==> config.mk <==
export PLATFORM = sky130hd
export DESIGN_NAME = pin_supervisor
export DESIGN_NICKNAME = d
export VERILOG_FILES = /design/src/hw/pin_supervisor_pkg.sv /design/src/hw/pin_supervisor.sv
export VERILOG_INCLUDE_DIRS = /design/src /design/src/hw
export SDC_FILE = /design/constraint.sdc
export NUM_CORES = 1
export LEC_CHECK = 0
export BUFFER_PORTS_ARGS = -buffer_cell sky130_fd_sc_hd__buf_2
export CORE_MARGIN = 2
export CORE_UTILIZATION = 40
export CTS_CLUSTER_SIZE = 8
export DETAILED_ROUTE_END_ITERATION = 12
export REMOVE_ABC_BUFFERS = 1
export SYNTH_ARGS = -nofsm -noshare
export SYNTH_HDL_FRONTEND = slang
export SYNTH_SLANG_ARGS = --single-unit
==> constraint.sdc <==
create_clock -name ref_clk -period 1.6 [get_ports ref_clk]
set_input_delay 0.16 -clock ref_clk [delete_from_list [all_inputs] [get_ports ref_clk]]
set_output_delay 0.16 -clock ref_clk [all_outputs]
set_load 0.01 [all_outputs]
==> src/hw/pin_supervisor_consts.svh <==
// constants for the card pin supervisor
`ifndef PIN_SUPERVISOR_CONSTS_SVH
`define PIN_SUPERVISOR_CONSTS_SVH

// status byte bit positions
`define STAT_AUX0_BIT      3'h0
`define STAT_AUX1_BIT      3'h1
`define STAT_UNDERV_BIT    3'h2
`define STAT_OVERLOAD_BIT  3'h3
`define STAT_PRESENCE_BIT  3'h4
`define STAT_BYTE_RESET    8'h00

// synchroniser reset: pins idle high, supply monitor flags idle low
`define SYNC_RESET         6'h38

// presence filter default sample count
`define PRES_FILTER_DEF    16

// power-down step length, in ns, and cycles at 125 MHz (8 ns period)
`define PDOWN_STEP_NS      80
`define CLK_PERIOD_NS      8
`define PDOWN_STEP_CYC     ((`PDOWN_STEP_NS + `CLK_PERIOD_NS - 1) / `CLK_PERIOD_NS)

`endif

==> src/hw/pin_supervisor_pkg.sv <==
// types for the card pin supervisor
package pin_supervisor_pkg;

  // power sequencer states
  typedef enum logic [2:0] {
    PWR_OFF,
    PWR_STARTUP,
    PWR_ON,
    PWR_DOWN_CLK,
    PWR_DOWN_AUX,
    PWR_DOWN_SUPPLY
  } pwr_state_t;

  // host command fields
  typedef struct packed {
    logic supply_on;
    logic clk_slow_slope;
    logic presence_active_high;
    logic special_mode;
    logic sync_mode;
    logic aux0_drive;
    logic aux1_drive;
  } host_cmd_t;

  // analog supply monitor inputs
  typedef struct packed {
    logic supply_good;
    logic undervoltage;
    logic overload;
  } supply_mon_t;

  // open-drain pin triple
  typedef struct packed {
    logic in;
    logic out;
    logic oe;
  } od_pin_t;

endpackage

==> src/hw/pin_supervisor.sv <==
// card-side pin supervision: supply faults, aux lines, card clock and presence
//
// Behaviour
// RULE_01 - undervoltage sets a status bit; converter untouched; host recovers.
// RULE_02 - overload switches converter off, runs power-down sequence, records fault.
// RULE_03 - first aux line is sync signal or id bit, returned as status bit 0.
// RULE_04 - second aux line is sync signal or id bit, returned as status bit 1.
// RULE_05 - aux lines open-drain only; grounded reads zero, open or high reads one.
// RULE_06 - sync mode aux read returns level last forced by the device.
// RULE_07 - card clock from clock selector; held low at start-up and supply off.
// RULE_08 - host picks fast or slow card clock slope; device applies it.
// RULE_09 - presence input weakly pulled high; switch to ground is active low.
// RULE_10 - presence input is digitally filtered against spikes.
// RULE_11 - host sets presence switch polarity; filtered level read by it.
// RULE_12 - normal mode: status bit 4 high when card inserted, any polarity.
// RULE_13 - special mode: status bit 4 mirrors raw presence input level.
// RULE_14 - host ignores status bits 7 to 5, which carry no meaning.
// RULE_15 - presence filter takes a level after N stable consecutive samples.
`timescale 1ns/1ps
`include "pin_supervisor_consts.svh"

module pin_supervisor #(
  parameter int unsigned FILTER_SAMPLES = `PRES_FILTER_DEF,
  parameter int unsigned PDOWN_CYCLES   = `PDOWN_STEP_CYC
) (
  // clock and reset
  input  wire logic                               ref_clk,
  input  wire logic                               rst_b,
  // host command and status
  input  wire pin_supervisor_pkg::host_cmd_t      host_cmd,
  input  wire logic                               supply_fault_clear,
  output logic [7:0]                              status_byte,
  // analog supply monitor and converter control
  input  wire pin_supervisor_pkg::supply_mon_t    supply_mon,
  output logic                                    converter_enable,
  output logic                                    card_supply_undervoltage,
  // clock selector and card clock pin
  input  wire logic                               clk_sel_out,
  output logic                                    card_clock_out,
  output logic                                    card_clock_pulldown,
  output logic                                    card_clock_slow_slope,
  // card presence pin
  input  wire logic                               card_presence_in,
  output logic                                    card_presence_pullup_en,
  output logic                                    card_present,
  // auxiliary open-drain lines
  input  wire logic                               aux_line_id_bit0_in,
  output logic                                    aux_line_id_bit0_out,
  output logic                                    aux_line_id_bit0_oe,
  input  wire logic                               aux_line_id_bit1_in,
  output logic                                    aux_line_id_bit1_out,
  output logic                                    aux_line_id_bit1_oe
);
  import pin_supervisor_pkg::*;

  localparam int unsigned FCW = $clog2(FILTER_SAMPLES + 1);
  localparam int unsigned PCW = $clog2(PDOWN_CYCLES + 1);

  if (FILTER_SAMPLES < 2) begin : gen_bad_filter
    $error("FILTER_SAMPLES must be at least 2");
  end
  if (PDOWN_CYCLES < 1) begin : gen_bad_pdown
    $error("PDOWN_CYCLES must be at least 1");
  end

  // ------------------------------------------------------------
  // input synchronisers
  // ------------------------------------------------------------
  // pins and analog comparators arrive asynchronously
  logic [5:0] sync1_q;
  logic [5:0] sync2_q;
  logic [5:0] sync_raw;
  logic       pres_s;
  logic       aux0_s;
  logic       aux1_s;
  logic       uv_s;
  logic       ovl_s;
  logic       good_s;

  assign sync_raw = {card_presence_in, aux_line_id_bit0_in, aux_line_id_bit1_in,
                     supply_mon.undervoltage, supply_mon.overload, supply_mon.supply_good};

  always_ff @(posedge ref_clk) begin
    if (!rst_b) begin
      // monitor flags start idle, so no false overload is seen after reset
      sync1_q <= `SYNC_RESET;
      sync2_q <= `SYNC_RESET;
    end else begin
      sync1_q <= sync_raw;
      sync2_q <= sync1_q;
    end
  end

  assign {pres_s, aux0_s, aux1_s, uv_s, ovl_s, good_s} = sync2_q;

  // ------------------------------------------------------------
  // power sequencer
  // ------------------------------------------------------------
  pwr_state_t       pwr_q;
  pwr_state_t       pwr_d;
  logic [PCW-1:0]   step_q;
  logic [PCW-1:0]   step_d;
  logic             ovl_flag_q;
  logic             ovl_flag_d;
  logic             uv_flag_q;
  logic             uv_flag_d;

  always_comb begin
    pwr_d      = pwr_q;
    step_d     = step_q;
    ovl_flag_d = ovl_flag_q;
    uv_flag_d  = uv_flag_q;
    // undervoltage only reports; the converter keeps running  (see RULE_01)
    if (supply_fault_clear) begin
      uv_flag_d  = 1'b0;
      ovl_flag_d = 1'b0;
    end
    if (uv_s) begin
      uv_flag_d = 1'b1;
    end
    unique case (pwr_q)
      PWR_OFF: begin
        if (host_cmd.supply_on && !ovl_flag_q) begin
          pwr_d = PWR_STARTUP;
        end
      end
      PWR_STARTUP: begin
        if (ovl_s) begin
          pwr_d  = PWR_DOWN_CLK;
          step_d = '0;
        end else if (good_s) begin
          pwr_d = PWR_ON;
        end else if (!host_cmd.supply_on) begin
          pwr_d = PWR_OFF;
        end
      end
      PWR_ON: begin
        if (ovl_s || !host_cmd.supply_on) begin
          pwr_d  = PWR_DOWN_CLK;
          step_d = '0;
        end
      end
      PWR_DOWN_CLK, PWR_DOWN_AUX, PWR_DOWN_SUPPLY: begin
        // each step of the deactivation holds a fixed time  (see RULE_02)
        if (step_q == PCW'(PDOWN_CYCLES - 1)) begin
          step_d = '0;
          unique case (pwr_q)
            PWR_DOWN_CLK: pwr_d = PWR_DOWN_AUX;
            PWR_DOWN_AUX: pwr_d = PWR_DOWN_SUPPLY;
            default:      pwr_d = PWR_OFF;
          endcase
        end else begin
          step_d = step_q + PCW'(1);
        end
      end
    endcase
    // overload latches; set wins over clear  (see RULE_02)
    if (ovl_s && pwr_q != PWR_OFF) begin
      ovl_flag_d = 1'b1;
    end
  end

  always_ff @(posedge ref_clk) begin
    if (!rst_b) begin
      pwr_q      <= PWR_OFF;
      step_q     <= '0;
      ovl_flag_q <= 1'b0;
      uv_flag_q  <= 1'b0;
    end else begin
      pwr_q      <= pwr_d;
      step_q     <= step_d;
      ovl_flag_q <= ovl_flag_d;
      uv_flag_q  <= uv_flag_d;
    end
  end

  // ------------------------------------------------------------
  // presence filter
  // ------------------------------------------------------------
  logic [FCW-1:0] fcnt_q;
  logic [FCW-1:0] fcnt_d;
  logic           pres_filt_q;
  logic           pres_filt_d;

  always_comb begin
    fcnt_d      = fcnt_q;
    pres_filt_d = pres_filt_q;
    // a new level is taken only after it stays stable  (see RULE_10) (see RULE_15)
    if (pres_s == pres_filt_q) begin
      fcnt_d = '0;
    end else if (fcnt_q == FCW'(FILTER_SAMPLES - 1)) begin
      fcnt_d      = '0;
      pres_filt_d = pres_s;
    end else begin
      fcnt_d = fcnt_q + FCW'(1);
    end
  end

  always_ff @(posedge ref_clk) begin
    if (!rst_b) begin
      fcnt_q      <= '0;
      pres_filt_q <= 1'b1;
    end else begin
      fcnt_q      <= fcnt_d;
      pres_filt_q <= pres_filt_d;
    end
  end

  // ------------------------------------------------------------
  // pin outputs and status
  // ------------------------------------------------------------
  logic supply_active;
  logic clk_run;
  logic aux_run;
  logic aux0_rd;
  logic aux1_rd;
  logic [7:0] status_d;
  logic [7:0] status_q;
  logic       clk_q;
  logic       slope_q;

  assign supply_active = (pwr_q == PWR_ON) || (pwr_q == PWR_DOWN_CLK)
                      || (pwr_q == PWR_DOWN_AUX);
  assign clk_run       = (pwr_q == PWR_ON);
  assign aux_run       = (pwr_q == PWR_ON) || (pwr_q == PWR_DOWN_CLK);

  // converter stays on through undervoltage, off after overload  (see RULE_01) (see RULE_02)
  assign converter_enable         = supply_active || (pwr_q == PWR_STARTUP);
  assign card_supply_undervoltage = uv_flag_q;

  // card clock follows the selector only when supply is up  (see RULE_07)
  assign card_clock_out        = clk_q;
  assign card_clock_pulldown   = !clk_run;
  assign card_clock_slow_slope = slope_q;

  // weak pull-up always on, so an open switch reads high  (see RULE_09)
  assign card_presence_pullup_en = 1'b1;
  // polarity set by host; default active low  (see RULE_11)
  assign card_present = host_cmd.presence_active_high ? pres_filt_q : !pres_filt_q;

  // open-drain only: drive low or release, never drive high  (see RULE_05)
  assign aux_line_id_bit0_out = 1'b0;
  assign aux_line_id_bit1_out = 1'b0;
  assign aux_line_id_bit0_oe  = !aux_run || !host_cmd.aux0_drive;
  assign aux_line_id_bit1_oe  = !aux_run || !host_cmd.aux1_drive;

  // sync mode returns the forced level, not card data  (see RULE_06)
  assign aux0_rd = host_cmd.sync_mode ? (aux_run && host_cmd.aux0_drive) : aux0_s;
  assign aux1_rd = host_cmd.sync_mode ? (aux_run && host_cmd.aux1_drive) : aux1_s;

  always_comb begin
    status_d = `STAT_BYTE_RESET;
    status_d[`STAT_AUX0_BIT]     = aux0_rd;       // see RULE_03
    status_d[`STAT_AUX1_BIT]     = aux1_rd;       // see RULE_04
    status_d[`STAT_UNDERV_BIT]   = uv_flag_q;     // see RULE_01
    status_d[`STAT_OVERLOAD_BIT] = ovl_flag_q;    // see RULE_02
    // special mode mirrors the raw pin; normal mode reports insertion  (see RULE_12) (see RULE_13)
    status_d[`STAT_PRESENCE_BIT] = host_cmd.special_mode ? pres_s : card_present;
    // bits 7..5 stay zero and carry nothing
  end

  always_ff @(posedge ref_clk) begin
    if (!rst_b) begin
      status_q <= `STAT_BYTE_RESET;
      clk_q    <= 1'b0;
      slope_q  <= 1'b0;
    end else begin
      status_q <= status_d;
      // clock gated through a flop; adds one cycle of latency to the selector
      clk_q    <= clk_run && clk_sel_out;    // see RULE_07
      slope_q  <= host_cmd.clk_slow_slope;   // see RULE_08
    end
  end

  assign status_byte = status_q;

endmodule

**Word-level counts from Yosys, hierarchy flattened**

Index checks and enable logic that the tools add are counted.

- Register bits after elaboration: 37
- Output and inout bits: 19
- Logic and storage cells: 76
- Input bits: 17

- Reductions and logical operators: 28
- Add/subtract/negate cells: 2
- Equal/unequal tests: 13
- Mux-type cells: 19
- Bitwise gates (word level): 2

Operator list:

| cell | number |
|---|---|
| $mux 3 | 6 |
| $mux 4 | 3 |
| $pmux 3 s4 | 1 |
| $pmux 4 s3 | 1 |
| $logic_not 1->1 | 7 |
| $mux 1 | 7 |
| $eq 3x2->1 const B | 2 |
| $eq 3x3->1 const B | 2 |
| $logic_or 1x1->1 | 6 |
| $ne 2x2->1 const B | 3 |
| $pmux 3 s2 | 1 |
| $reduce_bool 3->1 | 2 |
| $reduce_or 3->1 | 2 |
| $add 5x1->5 const B | 1 |
| $eq 5x4->1 const B | 1 |
| $logic_and 1x1->1 | 5 |
| $add 4x1->4 const B | 1 |
| $eq 4x4->1 const B | 1 |
| $ne 4x4->1 const B | 1 |
| $reduce_and 4->1 | 1 |
| $reduce_bool 2->1 | 2 |
| $eq 3x1->1 const B | 1 |
| $logic_not 3->1 | 1 |
| $reduce_and 3->1 | 1 |
| 4 further kinds | 5 |

**Logic depth before layout (Yosys ltp)**

- Word-level depth: 4
- Depth in mapped cells: 6
- Gate-level depth less buffers: 6

**Worst setup path after synthesis**

OpenSTA, ideal clock, no wires.

- Path kind: flip-flop to flip-flop
- Start: register step_q[1]
- End: register pwr_q[0]
- Clock period less this slack: 1292 ps
- Cell stages (with the launch flop): 7
- Setup time: 116 ps
- Data required time: 1484 ps
- Path buffers: 0
- Arrival: 1176 ps
- Setup slack: 308 ps
- Cell sequence: dfxtp_1 inv_1 ha_1 and3b_1 a21oi_2 a21oi_1 o211a_1

- Word-level cells in the longest chain between the ends: 3

RTL lines:

| item | RTL line | RTL |
|---|---|---|
| from (decl) | pin_supervisor.sv:101 | `logic [PCW-1:0] step_q;` |
| from (signal assigned) | pin_supervisor.sv:171 | `step_q <= step_d;` |
| $eq 4x4->1 | pin_supervisor.sv:145 | `if (step_q == PCW'(PDOWN_CYCLES - 1)) begin` |
| $ne 2x2->1 (no line) | n/a |  |
| $reduce_and 4->1 (no line) | n/a |  |
| to (signal assigned) | pin_supervisor.sv:170 | `pwr_q <= pwr_d;` |
| to (decl) | pin_supervisor.sv:99 | `pwr_state_t pwr_q;` |

Every way passes these cells.
A chain may end at the register's enable or synchronous reset.

**Worst setup path after layout**

- Start: register pwr_q[2]
- End: output port aux_line_id_bit0_oe

- Word-level cells in the longest chain between the ends: 4

RTL lines:

| item | RTL line | RTL |
|---|---|---|
| $eq 3x2->1 | pin_supervisor.sv:225 | `assign aux_run = (pwr_q == PWR_ON) \|\| (pwr_q == PWR_DOWN_CLK);` |
| $logic_or 1x1->1 (*) | pin_supervisor.sv:225 |  |
| $logic_not 1->1 (*) | pin_supervisor.sv:244 | `assign aux_line_id_bit0_oe = !aux_run \|\| !host_cmd.aux0_drive;` |
| $logic_or 1x1->1 (*) | pin_supervisor.sv:244 |  |
| to (decl) | pin_supervisor.sv:49 | `output logic aux_line_id_bit0_oe,` |

Every way passes the cells marked *; elsewhere a longest branch is shown, timed or not.

==> impl_metrics.json <==
{
  "status": "finished clean",
  "synth_top_area_cell": "dfxtp_1",
  "setup_viol": 0,
  "dp_slack_ns": 0.151,
  "yosysMostFrequentCell": "dfxtp_1",
  "hold_path.class": "primary input to register",
  "r2r_setup_slack_ns": 0.13,
  "gp_congestion": 0.817,
  "syn_area_um2": 1450,
  "grt_pass1_vias": 967,
  "critPathRequiredTime_ns": 1.44,
  "yosysTopAreaCellShare": 0.469,
  "io_pins": 36,
  "netlist_instances": 153,
  "layout_setup_ws_ns": 0.0990,
  "path_cells": "and2b_1 -> nand2_1 -> buf_2",
  "synth_cell_type_count": 39,
  "dpl_cell_area_um2": 1590,
  "fp.dieArea_um2": 4130,
  "fin_nets": 206,
  "layout-drive-gt1-share": 0.222,
  "finalCritPeriodShare": 0.938,
  "grt_overflow_total": 0,
  "drv_cap": 0,
  "cts_tree": "yes",
  "yosys-top-cells-area": "dfxtp_1 47%, nand2b_1 6.0%, and2_1 4.3%",
  "die_h_um": 64.3,
  "crit_fanout": 11,
  "die_x_um": 64.3,
  "ff2ff_path_depth": 6,
  "synthTopCellsByCount": "34 x dfxtp_1, 14 x nand2b_1, 12 x nor2_1",
  "irDropWorstVdd_mv": 0.384,
  "rows": 21,
  "dr.first_iter.drc_count": 57,
  "slowest_stage": "dfxtp_1",
  "synth_edf_count": 0,
  "fin_worst_skew_ns": 0.00405,
  "cts_num_sinks": 34,
  "fill_cells": 343,
  "ant_nets": 0,
  "initial_core_util": 0.425,
  "fin_hold_ws_ns": 0.0350,
  "powerDensity_nw_per_um2": 977,
  "worstReg2RegStart": "step_q[1]",
  "grt_max_degree": 25,
  "critPathLaunchType": "register",
  "clkTransAtPathRegs_ns": 0.10,
  "syn_avg_cell_area_um2": 9.49,
  "synth-seq-cells": 34,
  "numCtsBuffers": 5,
  "io_buffers": 29,
  "grt_usage": 0.131,
  "cp.arrival_ns": 1.34,
  "period_needed_ns": 1.50,
  "critPathKind": "register to output pin",
  "critPathBufInv": 1,
  "drv_slew": 0,
  "ys.flop_type": "dfxtp_1",
  "hold_viol": 0,
  "root_buffer": "clkbuf_4",
  "clk_latency_ns": 0.33,
  "wirelength_mm": 2.40,
  "synth-seq-area-share": 0.469,
  "antenna_found_initial": 0,
  "vias": 1059,
  "min-delay-start": "clk_sel_out",
  "dp_hpwl_mm": 1.75,
  "rsz0062_at_grt": "no",
  "crit_family": "flip-flops",
  "wl_per_cell_um": 10.4,
  "postLayoutCellArea_um2": 1710,
  "fin_util": 0.500,
  "clk_path_buf_depth": 2,
  "yosysWarnings": 0,
  "holdPathEnd": "card_clock_out",
  "holdPathStages": 3,
  "antennaDiodeCount": 0,
  "syn2layout_area_growth_pct": 17.5,
  "finalSetupTns_ns": 0,
  "synth-async-reset-ratio": 0,
  "grt_pass1_wl_mm": 4.09,
  "cts_htree_levels": 2,
  "max_freq_mhz": 666,
  "leakage_uw": 0.000755,
  "via_per_inst": 4.58,
  "r2r_end": "pwr_q[0]",
  "drtPass1Iterations": 4,
  "drc": 0,
  "worstSetupEndpointType": "output pin",
  "critPathMaxStageDelay_ns": 0.56,
  "core_area_um2": 3420
}
stage by stage:
step	total power (µW)	cells
finish	1670	231
global route	1750	231
global placement	1050	221
detailed placement	1050	221
CTS	1690	230
floorplan	991	145
cells in the final DEF, fill, tap and decap left out, types with 3 or more instances in the layout:
cell type,instances
dfxtp_1,33
buf_2,29
nand2b_1,14
nor2_1,12
and2_1,10
nand2_1,8
conb_1,6
a21boi_1,5
nor2b_1,5
clkbuf_4,5
inv_1,4
nand3_1,4
a21boi_0,4
ha_1,4
xnor2_1,3
o21ai_0,3
a21oi_1,3
o21ai_1,3
dlygate4sd3_1,3
per-layer routing:
metal | up-vias | wire length (µm) | part of all wire | GRT usage
li1 | 555 | - | - | -
met4 | 0 | 78 | 0.033 | 0.0798
met1 | 459 | 1120 | 0.47 | 0.158
met5 | - | 0 | 0 | 0
met3 | 7 | 204 | 0.085 | 0.0669
met2 | 38 | 987 | 0.41 | 0.185
logic make-up after synthesis:
family,count (synthesis),share of synthesized area
compound gates,27,0.127
xor+xnor,5,0.0302
fa+ha+maj,4,0.0345
buf+inv,16,0.0680
flops,34,0.469
mux,2,0.0138
other cells,2,0.00517
simple gates,63,0.252
repair_timing:
item | in CTS | in global routing
setup buffers | 0 | 0
endpoints found under the setup margin | 2 | 0
hold endpoints to repair | 2 | 1
hold buffers | 2 | 1
gates resized for setup | 1 | 0
power by group:
group	internal, µW	switching (µW)	total [µW]
registers	874	22.3	897
logic	72.4	68.3	141
clock network	364	267	631
total	1310	358	1670
worst min-delay path, cell delays in order:
cell and delay [ns]:
buf_2 0.09, nand2_1 0.04, nor2_1 0.03
worst max path at each step:
stage	start	to	slack (ns)	cells past startpoint
global route	pwr_q[2]	aux_line_id_bit1_oe	0.002	3
global placement	pwr_q[1]	pwr_q[0]	0.23	4
detailed placement	pwr_q[1]	pwr_q[0]	0.15	4
floorplan	pwr_q[1]	pwr_q[0]	0.30	4
finish	pwr_q[2]	aux_line_id_bit0_oe	0.1	3
CTS	pwr_q[2]	aux_line_id_bit1_oe	0.08	3
registers in the layout (all words and copies together) (netlist names):
name	flops
sync1_q	6
pres_filt_q	1
sync2_q	6
step_q	4
status_byte	5
fcnt_q	5
ovl_flag_q	1
card_clock_out	1
card_clock_slow_slope	1
pwr_q	3
card_supply_undervoltage	1
area by class of cell:
| type | instances | area (µm²) | share of cell area |
|---|---|---|---|
| well taps | 46 | 57.6 | 0.0337 |
| clock inverters | 1 | 30.0 | 0.0176 |
| inverters | 4 | 15.0 | 0.00880 |
| clock buffers | 6 | 51.3 | 0.0301 |
| flip-flops and latches | 34 | 682 | 0.400 |
| multi-input cells | 107 | 688 | 0.403 |
| repair buffers | 33 | 183 | 0.107 |
No activity file was read; power rests on OpenSTA's default activity.
